<file path="src/fds_pkg.sv">
package fds_pkg;
  localparam int ADDR_W = 12;
  localparam int DATA_W = 32;
  localparam logic [ADDR_W-1:0] REG_DEBUG_CTRL = 12'h504;
  localparam logic [ADDR_W-1:0] REG_STAT_CTRL = 12'h505;
  localparam logic [DATA_W-1:0] DEBUG_CTRL_RESET = 32'h0000_0000;
  localparam logic [DATA_W-1:0] STAT_CTRL_RESET = 32'h0000_0000;
  // unused bits read as zero
  localparam logic [DATA_W-1:0] DEBUG_CTRL_MASK = 32'h0000_00DF;
  localparam logic [DATA_W-1:0] STAT_CTRL_MASK = 32'h8FFF_8FFF;
  localparam int ACC_ADDR_LSB = 0;
  localparam int ACC_ADDR_W = 4;
  localparam int GROUP_BIT = 4;
  localparam int STEP_BIT = 6;
  localparam int DEBUG_BIT = 7;
  localparam int STAGE_STRIDE = 16;
  localparam int CHAN_LSB = 0;
  localparam int SRC1_LSB = 4;
  localparam int SRC2_LSB = 8;
  localparam int FIELD_W = 4;
  localparam int CLEAR_BIT = 15;
  localparam int MAG_W = 8;
  localparam int CHAN_W = 3;
  localparam logic [FIELD_W-1:0] SRC_SAMPLE = 4'h0;
  localparam logic [FIELD_W-1:0] SRC_OVERFLOW = 4'h1;
  localparam logic [FIELD_W-1:0] SRC_FREQ_ERR = 4'h2;
  localparam int SRC_MAG_BIT = 3;

  // magnitude codes 1000..1111 watch bits 7 down to 7-k; any set bit counts
  function automatic logic fds_source_hit(input logic [FIELD_W-1:0] src, input logic sample,
                                          input logic ovf, input logic ferr,
                                          input logic [MAG_W-1:0] mag);
    logic [MAG_W-1:0] mask;
    logic hit;
    mask = ~(8'hFF >> ({1'b0, src[2:0]} + 4'h1));
    hit = 1'b0;
    if (src[SRC_MAG_BIT]) begin
      hit = sample & (|(mag & mask));
    end else if (src == SRC_SAMPLE) begin
      hit = sample;
    end else if (src == SRC_OVERFLOW) begin
      hit = ovf;
    end else if (src == SRC_FREQ_ERR) begin
      hit = ferr;
    end
    return hit;
  endfunction : fds_source_hit
endpackage : fds_pkg

</file>
<file path="src/fds_counter.sv">
module fds_counter #(
  parameter int CNT_W = 16
) (
  input wire logic clk_in, // processing clock
  input wire logic rst_in, // synchronous reset
  input wire logic clear_in, // hold at zero
  input wire logic hit_in, // count this cycle
  output logic [CNT_W-1:0] count_out // running count
);
  always_ff @(posedge clk_in) begin
    if (rst_in || clear_in) begin
      count_out <= '0;
    end else if (hit_in) begin
      count_out <= count_out + 1'b1;
    end
  end
endmodule : fds_counter

</file>
<file path="src/fds_filter_debug_stats.sv">
module fds_filter_debug_stats
  import fds_pkg::*;
#(
  parameter int ACC_W = 32,
  parameter int CNT_W = 16
) (
  input wire logic clk_in, // 50 MHz processing clock
  input wire logic rst_in, // synchronous reset, active high
  input wire logic [fds_pkg::ADDR_W-1:0] reg_addr_in, // register address
  input wire logic reg_wr_in, // write strobe
  input wire logic [fds_pkg::DATA_W-1:0] reg_wdata_in, // write data
  input wire logic reg_rd_in, // read strobe
  output logic [fds_pkg::DATA_W-1:0] reg_rdata_out, // read data, one cycle after strobe
  output logic [fds_pkg::ACC_ADDR_W-1:0] acc_addr_out, // accumulator address to filters
  output logic acc_group_out, // 0 pre-filter, 1 array filter
  input wire logic [ACC_W-1:0] pre_acc_data_in, // pre-filter accumulator at acc_addr_out
  input wire logic [ACC_W-1:0] array_acc_data_in, // array accumulator at acc_addr_out
  output logic [ACC_W-1:0] debug_acc_out, // selected accumulator, zero outside debug
  output logic debug_mode_out, // debug mode active
  input wire logic step_req_in, // one-cycle step request
  output logic filter_advance_out, // filter may advance this cycle
  input wire logic coef_req_in, // coefficient memory access request
  output logic coef_grant_out, // access granted
  output logic coef_refuse_out, // access refused
  input wire logic [1:0] sample_stb_in, // per stage: sample processed
  input wire logic [1:0] overflow_stb_in, // per stage: overflow event
  input wire logic [1:0] freq_err_stb_in, // per stage: frequency error event
  input wire logic [1:0][fds_pkg::CHAN_W-1:0] event_chan_in, // per stage: channel of event
  input wire logic [1:0][fds_pkg::MAG_W-1:0] sample_magnitude_bits_in, // per stage magnitude
  output logic [1:0][CNT_W-1:0] first_count_out, // per stage counter one
  output logic [1:0][CNT_W-1:0] second_count_out // per stage counter two
);
  import fds_pkg::*;

  logic [DATA_W-1:0] filter_debug_control;
  logic [DATA_W-1:0] filter_statistics_control;
  logic [1:0] stage_clear;
  logic [1:0] chan_match;
  logic [1:0] first_hit;
  logic [1:0] second_hit;

  always_ff @(posedge clk_in) begin
    if (rst_in) begin
      filter_debug_control <= DEBUG_CTRL_RESET;
      filter_statistics_control <= STAT_CTRL_RESET;
    end else if (reg_wr_in) begin
      if (reg_addr_in == REG_DEBUG_CTRL) begin
        filter_debug_control <= reg_wdata_in & DEBUG_CTRL_MASK;
      end
      if (reg_addr_in == REG_STAT_CTRL) begin
        filter_statistics_control <= reg_wdata_in & STAT_CTRL_MASK;
      end
    end
  end

  // unmapped addresses read zero
  always_ff @(posedge clk_in) begin
    if (rst_in) begin
      reg_rdata_out <= '0;
    end else if (reg_rd_in) begin
      if (reg_addr_in == REG_DEBUG_CTRL) begin
        reg_rdata_out <= filter_debug_control;
      end else if (reg_addr_in == REG_STAT_CTRL) begin
        reg_rdata_out <= filter_statistics_control;
      end else begin
        reg_rdata_out <= '0;
      end
    end
  end

  assign debug_mode_out = filter_debug_control[DEBUG_BIT];
  assign acc_addr_out = filter_debug_control[ACC_ADDR_LSB +: ACC_ADDR_W];
  assign acc_group_out = filter_debug_control[GROUP_BIT];

  // accumulator is captured only in debug mode so normal running shows nothing
  always_ff @(posedge clk_in) begin
    if (rst_in || !debug_mode_out) begin
      debug_acc_out <= '0;
    end else if (acc_group_out) begin
      debug_acc_out <= array_acc_data_in;
    end else begin
      debug_acc_out <= pre_acc_data_in;
    end
  end

  // single step gates the filter to one advance per request
  assign filter_advance_out = filter_debug_control[STEP_BIT] ? step_req_in : 1'b1;
  assign coef_grant_out = coef_req_in & debug_mode_out;
  assign coef_refuse_out = coef_req_in & ~debug_mode_out;

  genvar s;
  generate
    for (s = 0; s < 2; s++) begin : g_stage
      localparam int B = s * STAGE_STRIDE;
      // channel codes 8..15 match no channel, so nothing counts
      assign chan_match[s] = filter_statistics_control[B + CHAN_LSB +: FIELD_W]
                             == {1'b0, event_chan_in[s]};
      assign stage_clear[s] = filter_statistics_control[B + CLEAR_BIT];
      assign first_hit[s] = chan_match[s] & fds_source_hit(
          filter_statistics_control[B + SRC1_LSB +: FIELD_W], sample_stb_in[s],
          overflow_stb_in[s], freq_err_stb_in[s], sample_magnitude_bits_in[s]);
      assign second_hit[s] = chan_match[s] & fds_source_hit(
          filter_statistics_control[B + SRC2_LSB +: FIELD_W], sample_stb_in[s],
          overflow_stb_in[s], freq_err_stb_in[s], sample_magnitude_bits_in[s]);
      fds_counter #(.CNT_W(CNT_W)) u_first (
        .clk_in(clk_in),
        .rst_in(rst_in),
        .clear_in(stage_clear[s]),
        .hit_in(first_hit[s]),
        .count_out(first_count_out[s])
      );
      fds_counter #(.CNT_W(CNT_W)) u_second (
        .clk_in(clk_in),
        .rst_in(rst_in),
        .clear_in(stage_clear[s]),
        .hit_in(second_hit[s]),
        .count_out(second_count_out[s])
      );
    end
  endgenerate

  logic [FIELD_W-1:0] pre_src1;
  logic [FIELD_W-1:0] pre_src2;
  logic pre_match;
  logic [FIELD_W-1:0] arr_src1;
  assign pre_src1 = filter_statistics_control[SRC1_LSB +: FIELD_W];
  assign pre_src2 = filter_statistics_control[SRC2_LSB +: FIELD_W];
  assign pre_match = filter_statistics_control[CHAN_LSB +: FIELD_W] == {1'b0, event_chan_in[0]};
  assign arr_src1 = filter_statistics_control[STAGE_STRIDE + SRC1_LSB +: FIELD_W];
endmodule : fds_filter_debug_stats

</file>
<file path="config.mk">
export PLATFORM = sky130hd
export DESIGN_NAME = fds_filter_debug_stats
export DESIGN_NICKNAME = d
export VERILOG_FILES = /design/src/fds_pkg.sv /design/src/fds_counter.sv /design/src/fds_filter_debug_stats.sv
export SDC_FILE = /design/constraint.sdc
export NUM_CORES = 1
export LEC_CHECK = 0
export BUFFER_PORTS_ARGS = -buffer_cell sky130_fd_sc_hd__buf_2
export CAP_MARGIN = 10
export CORE_ASPECT_RATIO = 1.1
export CORE_MARGIN = 10
export CORE_UTILIZATION = 44
export DETAILED_ROUTE_END_ITERATION = 8
export GPL_TIMING_DRIVEN = 1
export PLACE_DENSITY = 0.77
export SYNTH_ARGS = -nofsm -noshare
export SYNTH_HDL_FRONTEND = slang
export SYNTH_SLANG_ARGS = --single-unit
</file>
<file path="constraint.sdc">
create_clock -name clk_in -period 2.3 [get_ports clk_in]
set_input_delay 0.345 -clock clk_in [delete_from_list [all_inputs] [get_ports clk_in]]
set_output_delay 0.345 -clock clk_in [all_outputs]
set_load 0.05 [all_outputs]
</file>
==> impl_metrics.csv, run 1 <==
group,metric,value,unit
outcome,outcome,"finished, final reports clean",
timing,relSlewSlack,0.610,
cells_and_area,fill_cell_count,1389,
timing,finalSetupTns,0,ns
cells_and_area,sequential_area,0.00311,sq mm
setup_path,setup.worst_path.class,"flop to flop",
timing,max_clock_freq,450,MHz
global_routing,first_pass_grt_wire_length,33900,um
timing,final_number_of_hold_violating_endpoints,0,
cells_and_area,number_of_nets_in_the_layout,1210,
cells_and_area,final_common_cell,"buf_2",
clock_network,cts_tree,"yes",
clock_network,h-tree-depth,4,
clock_network,insertion_delay,0.43,ns
global_routing,gr-total-overflow,0,
cells_and_area,layout.cells.most_common_list,"buf_2 (266), dfxtp_1 (152), nor2_1 (113)",
floorplan,design.die.area,0.0208,sq mm
cells_and_area,multi_input_area,0.00349,sq mm
hold_path,hold_path_class,"primary input to flop",
synth,ys_ff_latch,155,
place,place.gp.congestion,0.891,
route,dr_total_vias,6814,
setup_path,worst_ep_arrival_time,2.57,ns
power,power.static_leakage,3.83,nW
floorplan,die_width,138,um
synth,synth_edf_count,0,
timing,finalSetupViolCount,0,
route,via_per_inst,5.35,
clock_network,clk_transition_reported_paths,0.06,ns
setup_path,slack_of_the_worst_reg_to_reg_path,0.08,ns
clock_network,tritoncts_num_sinks,155,
place,dpl_cell_area,0.00845,sq mm
synth,mean_instance_size_in_the_synthesized_netlist,8.71,sq um
clock_network,postCtsHoldBufs,0,
setup_path,critical_path_required,2.65,ns
power,total_power,5.82,mW
timing,drv_slew,0,
power,ir_worst_vdd,0.499,mV
route,drc,0,
cells_and_area,final_design_area_no_fill,0.00914,sq mm
route,final_routed_wire_length_divided_by_cell_count,17.4,um
floorplan,placementRows,47,
synth,synth_sequential_area_ratio,0.458,
synth,post_synthesis_cell_count,778,
synth,post_synth_num_cell_types,58,
setup_path,end_kind,"flop",
route,drt-pass1-iter-count,5,
global_routing,grt_pass1_vias,6671,
synth,syn-cell-area,0.00678,sq mm
timing,timing.clock.skew,0.0107,ns
clock_network,tritoncts.num_buffers,17,
global_routing,grt_antenna_before_repair,0,
floorplan,floorplan.initialDensity,0.450,
synth,primary_flip_flop_cell_chosen_by_synthesis_mapping,"dfxtp_1",
cells_and_area,area_delta_synth_final,34.8,%
place,placement.io_buffers,266,
setup_path,worst_r2r_startpoint,"filter_statistics_control[0]$_SDFFE_PP0P_",
cells_and_area,post_route_core_utilization,0.607,
timing,worst-slew-pin-transition,0.581,ns
cells_and_area,fraction_of_final_layout_cells_with_drive_strength_greater_than_1,0.330,
global_routing,grt_use_total,0.199,
timing,finalCriticalPeriod,2.22,ns
route,iter_0_drt_violations,388,
clock_network,ctsRootBufferMaster,"clkbuf_16",
setup_path,crit_path_start,"filter_statistics_control[0]$_SDFFE_PP0P_",
synth,synth-async-reset-ratio,0,
timing,final.period_utilization,0.966,
floorplan,coreArea,0.0151,sq mm
route,wirelength,22100,um
setup_path,cp_launch_type,"flop",
timing,hold_ws,0.151,ns
route,drt.antenna.violating_nets,0,
clock_network,maximum_buffer_depth_of_the_clock_tree,2,
place,hpwl,17100,um
global_routing,grt_start_max_net_pins,40,
floorplan,die_y,150,um
run,max-cap-violations,0,
floorplan,io_count,279,
synth,ys_warn_count,0,
power,power_density,636,mW/mm^2
hold_path,worst_hold_startpoint,"array_acc_data_in[26]",
setup_path,highest_fanout_seen_on_the_critical_path,11,
==> cell families (layout without fill, tap and decap cells) <==
logic type                 Yosys count  count (layout)  synth area share
muxes                               54              54            0.0798
xor gates and xnor gates            31              31            0.0401
DFF                                155             155             0.458
AOI/OAI and AO/OA                  177             178             0.172
adders and majority gates            4               4           0.00739
other                                1               7          0.000553
buffers and inverters               60             352            0.0404
and+or+nand+nor                    296             296             0.202
==> cell usage after synthesis, drive strengths merged (5+ instances only) <==
cell,count,share of area
dfxtp,155,0.46
nor2,114,0.063
nand2,84,0.047
a21oi,70,0.052
mux2i,54,0.080
clkbuf,26,0.014
o21ai,24,0.018
or3,23,0.021
a22oi,21,0.023
buf,19,0.018
nand3,19,0.014
xnor2,16,0.021
xor2,15,0.019
inv,14,0.0078
or4,13,0.015
o31ai,11,0.012
a2111oi,9,0.015
o211ai,8,0.0089
nor3,7,0.0052
nand4,6,0.0055
a211oi,5,0.0055
==> timing repair <==
item	in CTS	in global routing
endpoints found under the setup margin	0	18
buffers inserted	0	3
resized for setup	0	13
==> power breakdown <==
part / switching [mW] / internal, mW / leakage [nW]
logic: 0.187 / 0.138 / 2.30
clock network: 1.12 / 1.68 / 0.279
registers: 0.00326 / 2.69 / 1.25
total: 1.31 / 4.51 / 3.83
==> worst paths after layout <==
| path | end | cells after the start |
|---|---|---|
| setup / recovery | g_stage[0].u_first.count_out[5]$_SDFFE_PP0P_ | 5 |
| setup reg to reg | g_stage[0].u_first.count_out[5]$_SDFFE_PP0P_ | 5 |
| hold reg to reg | g_stage[0].u_first.count_out[15]$_SDFFE_PP0P_ | 2 |
| hold / removal | debug_acc_out[26]$_SDFF_PP0_ | 3 |
==> flip-flops by register name, summed over array words and instances, names as in the netlist <==
name,flops
g_stage.u_second.count_out,32
g_stage.u_first.count_out,32
reg_rdata_out,26
debug_acc_out,32
filter_debug_control,7
filter_statistics_control,26
==> stage by stage <==
step	instances	worst slack (ns)
floorplan	783	0.00930
global placement	1237	-0.0554
detailed placement	1237	-0.0893
CTS	1268	0.00724
global route	1272	-0.0443
finish	1273	0.0778
==> critical path: stages (launching register included) <==
cell and delay (ns):
dfxtp_1 0.33, xor2_1 0.16, or4_4 0.62, a211o_4 0.36
or4_1 0.52, a21oi_1 0.15
==> per-layer routing <==
metal | share of wire | vias to the layer above | GRT usage
met3 | 0.098 | 33 | 0.0810
met4 | 0.020 | 0 | 0.0691
met2 | 0.50 | 298 | 0.352
met1 | 0.38 | 3153 | 0.210
met5 | 0 | - | 0
li1 | - | 3330 | -
==> layout make-up <==
cell class	count	area share
Multi-Input combinational cell	569	0.382
Sequential cell	155	0.340
Timing Repair Buffer	306	0.180
Clock buffer	22	0.0519
Tap cell	196	0.0268
Clock inverter	9	0.0125
Inverter	15	0.00616
Antenna cell	1	0.000274
Note: power is estimated with default switching activity, not from simulation.
==> run 2: changes to the inputs <==
CTS_CLUSTER_SIZE = 10   (was not set)
MAX_ROUTING_LAYER = met4   (was not set)
SLEW_MARGIN = 20   (was not set)
==> impl_metrics.csv, run 2 (synthesis gave the netlist of run 1 again) <==
group,metric,value,unit
outcome,outcome,"finished, final reports clean",
timing,finalCriticalPeriod,2.21,ns
global_routing,grt_antenna_before_repair,0,
global_routing,grt_use_total,0.205,
place,hpwl,17100,um
cells_and_area,fill_cell_count,1389,
setup_path,setup.worst_path.class,"flop to flop",
hold_path,timing.hold.worst_endpoint,"debug_acc_out[8]$_SDFF_PP0_",
cells_and_area,fraction_of_final_layout_cells_with_drive_strength_greater_than_1,0.330,
cells_and_area,number_of_nets_in_the_layout,1210,
clock_network,ctsRootBufferMaster,"clkbuf_16",
setup_path,number_of_cells_on_the_worst_reg_to_reg_path,5,
power,power_density,637,mW/mm^2
timing,worst-slew-pin-transition,0.554,ns
cells_and_area,post_route_core_utilization,0.607,
setup_path,cp_launch_type,"flop",
floorplan,die_y,150,um
timing,final.period_utilization,0.960,
global_routing,gr-total-overflow,0,
clock_network,maximum_buffer_depth_of_the_clock_tree,2,
route,drt-pass1-iter-count,5,
timing,relSlewSlack,0.621,
route,final_routed_wire_length_divided_by_cell_count,17.3,um
route,iter_0_drt_violations,380,
hold_path,worst_hold_startpoint,"pre_acc_data_in[8]",
power,power.static_leakage,3.83,nW
floorplan,coreArea,0.0151,sq mm
setup_path,critical_path_required,2.66,ns
setup_path,worst_r2r_startpoint,"filter_statistics_control[0]$_SDFFE_PP0P_",
power,total_power,5.82,mW
timing,finalSetupViolCount,0,
floorplan,floorplan.initialDensity,0.450,
timing,max_clock_freq,453,MHz
floorplan,die_width,138,um
route,via_per_inst,5.32,
route,drt.antenna.violating_nets,0,
global_routing,first_pass_grt_wire_length,33800,um
route,drc,0,
clock_network,cts_tree,"yes",
clock_network,tritoncts.num_buffers,17,
hold_path,timing.hold.worst_path_depth,3,
route,wirelength,22100,um
route,dr_total_vias,6773,
run,max-cap-violations,0,
floorplan,placementRows,47,
cells_and_area,reg_top3,"debug_acc_out x32, g_stage.u_first.count_out x32, g_stage.u_second.count_out x32",
floorplan,design.die.area,0.0208,sq mm
timing,drv_slew,0,
clock_network,insertion_delay,0.43,ns
setup_path,worst_ep_arrival_time,2.57,ns
setup_path,slack_of_the_worst_reg_to_reg_path,0.09,ns
global_routing,grt_pass1_vias,6689,
cells_and_area,layout.cells.most_common_list,"buf_2 (266), dfxtp_1 (152), nor2_1 (113)",
global_routing,grt_start_max_net_pins,40,
cells_and_area,area_delta_synth_final,34.8,%
floorplan,io_count,279,
timing,final_number_of_hold_violating_endpoints,0,
clock_network,clk_transition_reported_paths,0.06,ns
place,place.gp.congestion,0.903,
place,placement.io_buffers,266,
hold_path,hold_path_class,"primary input to flop",
timing,timing.clock.skew,0.0142,ns
setup_path,worst_r2r_endpoint,"g_stage[0].u_first.count_out[5]$_SDFFE_PP0P_",
power,ir_worst_vdd,0.500,mV
setup_path,highest_fanout_seen_on_the_critical_path,11,
clock_network,h-tree-depth,4,
setup_path,end_kind,"flop",
clock_network,tritoncts_num_sinks,155,
clock_network,postCtsHoldBufs,0,
cells_and_area,final_common_cell,"buf_2",
## run 2: cell counts in the layout (fill, tap and decap cells not counted)
No cell type changed its count.
## run 2: where the power goes
group          leakage [nW]  internal (mW)  switching, mW  total, mW
clock                 0.279           1.68           1.12       2.80
combinational          2.30          0.138          0.187      0.325
sequential             1.25           2.69        0.00330       2.69
## run 2: worst max path at each step
stage,startpoint,endpoint,slack [ns],depth (start not counted)
4_1_cts,filter_statistics_control[2]$_SDFFE_PP0P_,g_stage[0].u_first.count_out[9]$_SDFFE_PP0P_,0.007,6
3_3_place_gp,event_chan_in[2],g_stage[0].u_first.count_out[7]$_SDFFE_PP0P_,-0.06,8
6_report,filter_statistics_control[0]$_SDFFE_PP0P_,g_stage[0].u_first.count_out[5]$_SDFFE_PP0P_,0.09,5
5_1_grt,filter_statistics_control[0]$_SDFFE_PP0P_,g_stage[0].u_second.count_out[10]$_SDFFE_PP0P_,-0.06,6
3_5_place_dp,event_chan_in[2],g_stage[0].u_first.count_out[9]$_SDFFE_PP0P_,-0.09,7
2_1_floorplan,g_stage[1].u_first.count_out[3]$_SDFFE_PP0P_,g_stage[1].u_first.count_out[14]$_SDFFE_PP0P_,0.009,6
## run 2: per-layer routing
layer	global-route usage	vias up	part of all wire	routed length (um)
li1	-	3329	-	-
met1	0.220	3145	0.40	8880
met2	0.351	269	0.50	11000
met3	0.0718	30	0.080	1780
met4	0.0612	0	0.018	403
met5	-	-	0	0
## run 2: critical path: stages, from the launching register on
cell,delay (ns)
dfxtp_1,0.33
xor2_1,0.16
or4_4,0.62
a211o_4,0.36
or4_1,0.52
a21oi_1,0.15
## run 2: repair_timing
item	in CTS	in global routing
endpoints found under the setup margin	0	18
gates resized for setup	0	13
setup buffers	0	3
## run 2: cell type report
class / count / area (sq um) / area share
clock inverter: 9 / 114 / 0.0125
clock buffer: 22 / 474 / 0.0519
multi-input combinational: 569 / 3490 / 0.382
tap: 196 / 245 / 0.0268
sequential: 155 / 3110 / 0.340
inverter: 15 / 56.3 / 0.00616
timing repair buffer: 306 / 1640 / 0.180
antenna: 1 / 2.50 / 0.000274
## run 2: metrics by stage
stage	hold slack (ns)	setup TNS (ns)	worst slack [ns]	cell area, sq um	instances
2_1_floorplan	0.449	0	0.00930	6800	783
3_3_place_gp	0.463	-0.214	-0.0554	8450	1237
3_5_place_dp	0.468	-0.322	-0.0893	8450	1237
4_1_cts	0.139	0	0.00724	9040	1268
5_1_grt	0.144	-0.0556	-0.0556	9140	1272
6_report	0.147	0	0.0927	9140	1273
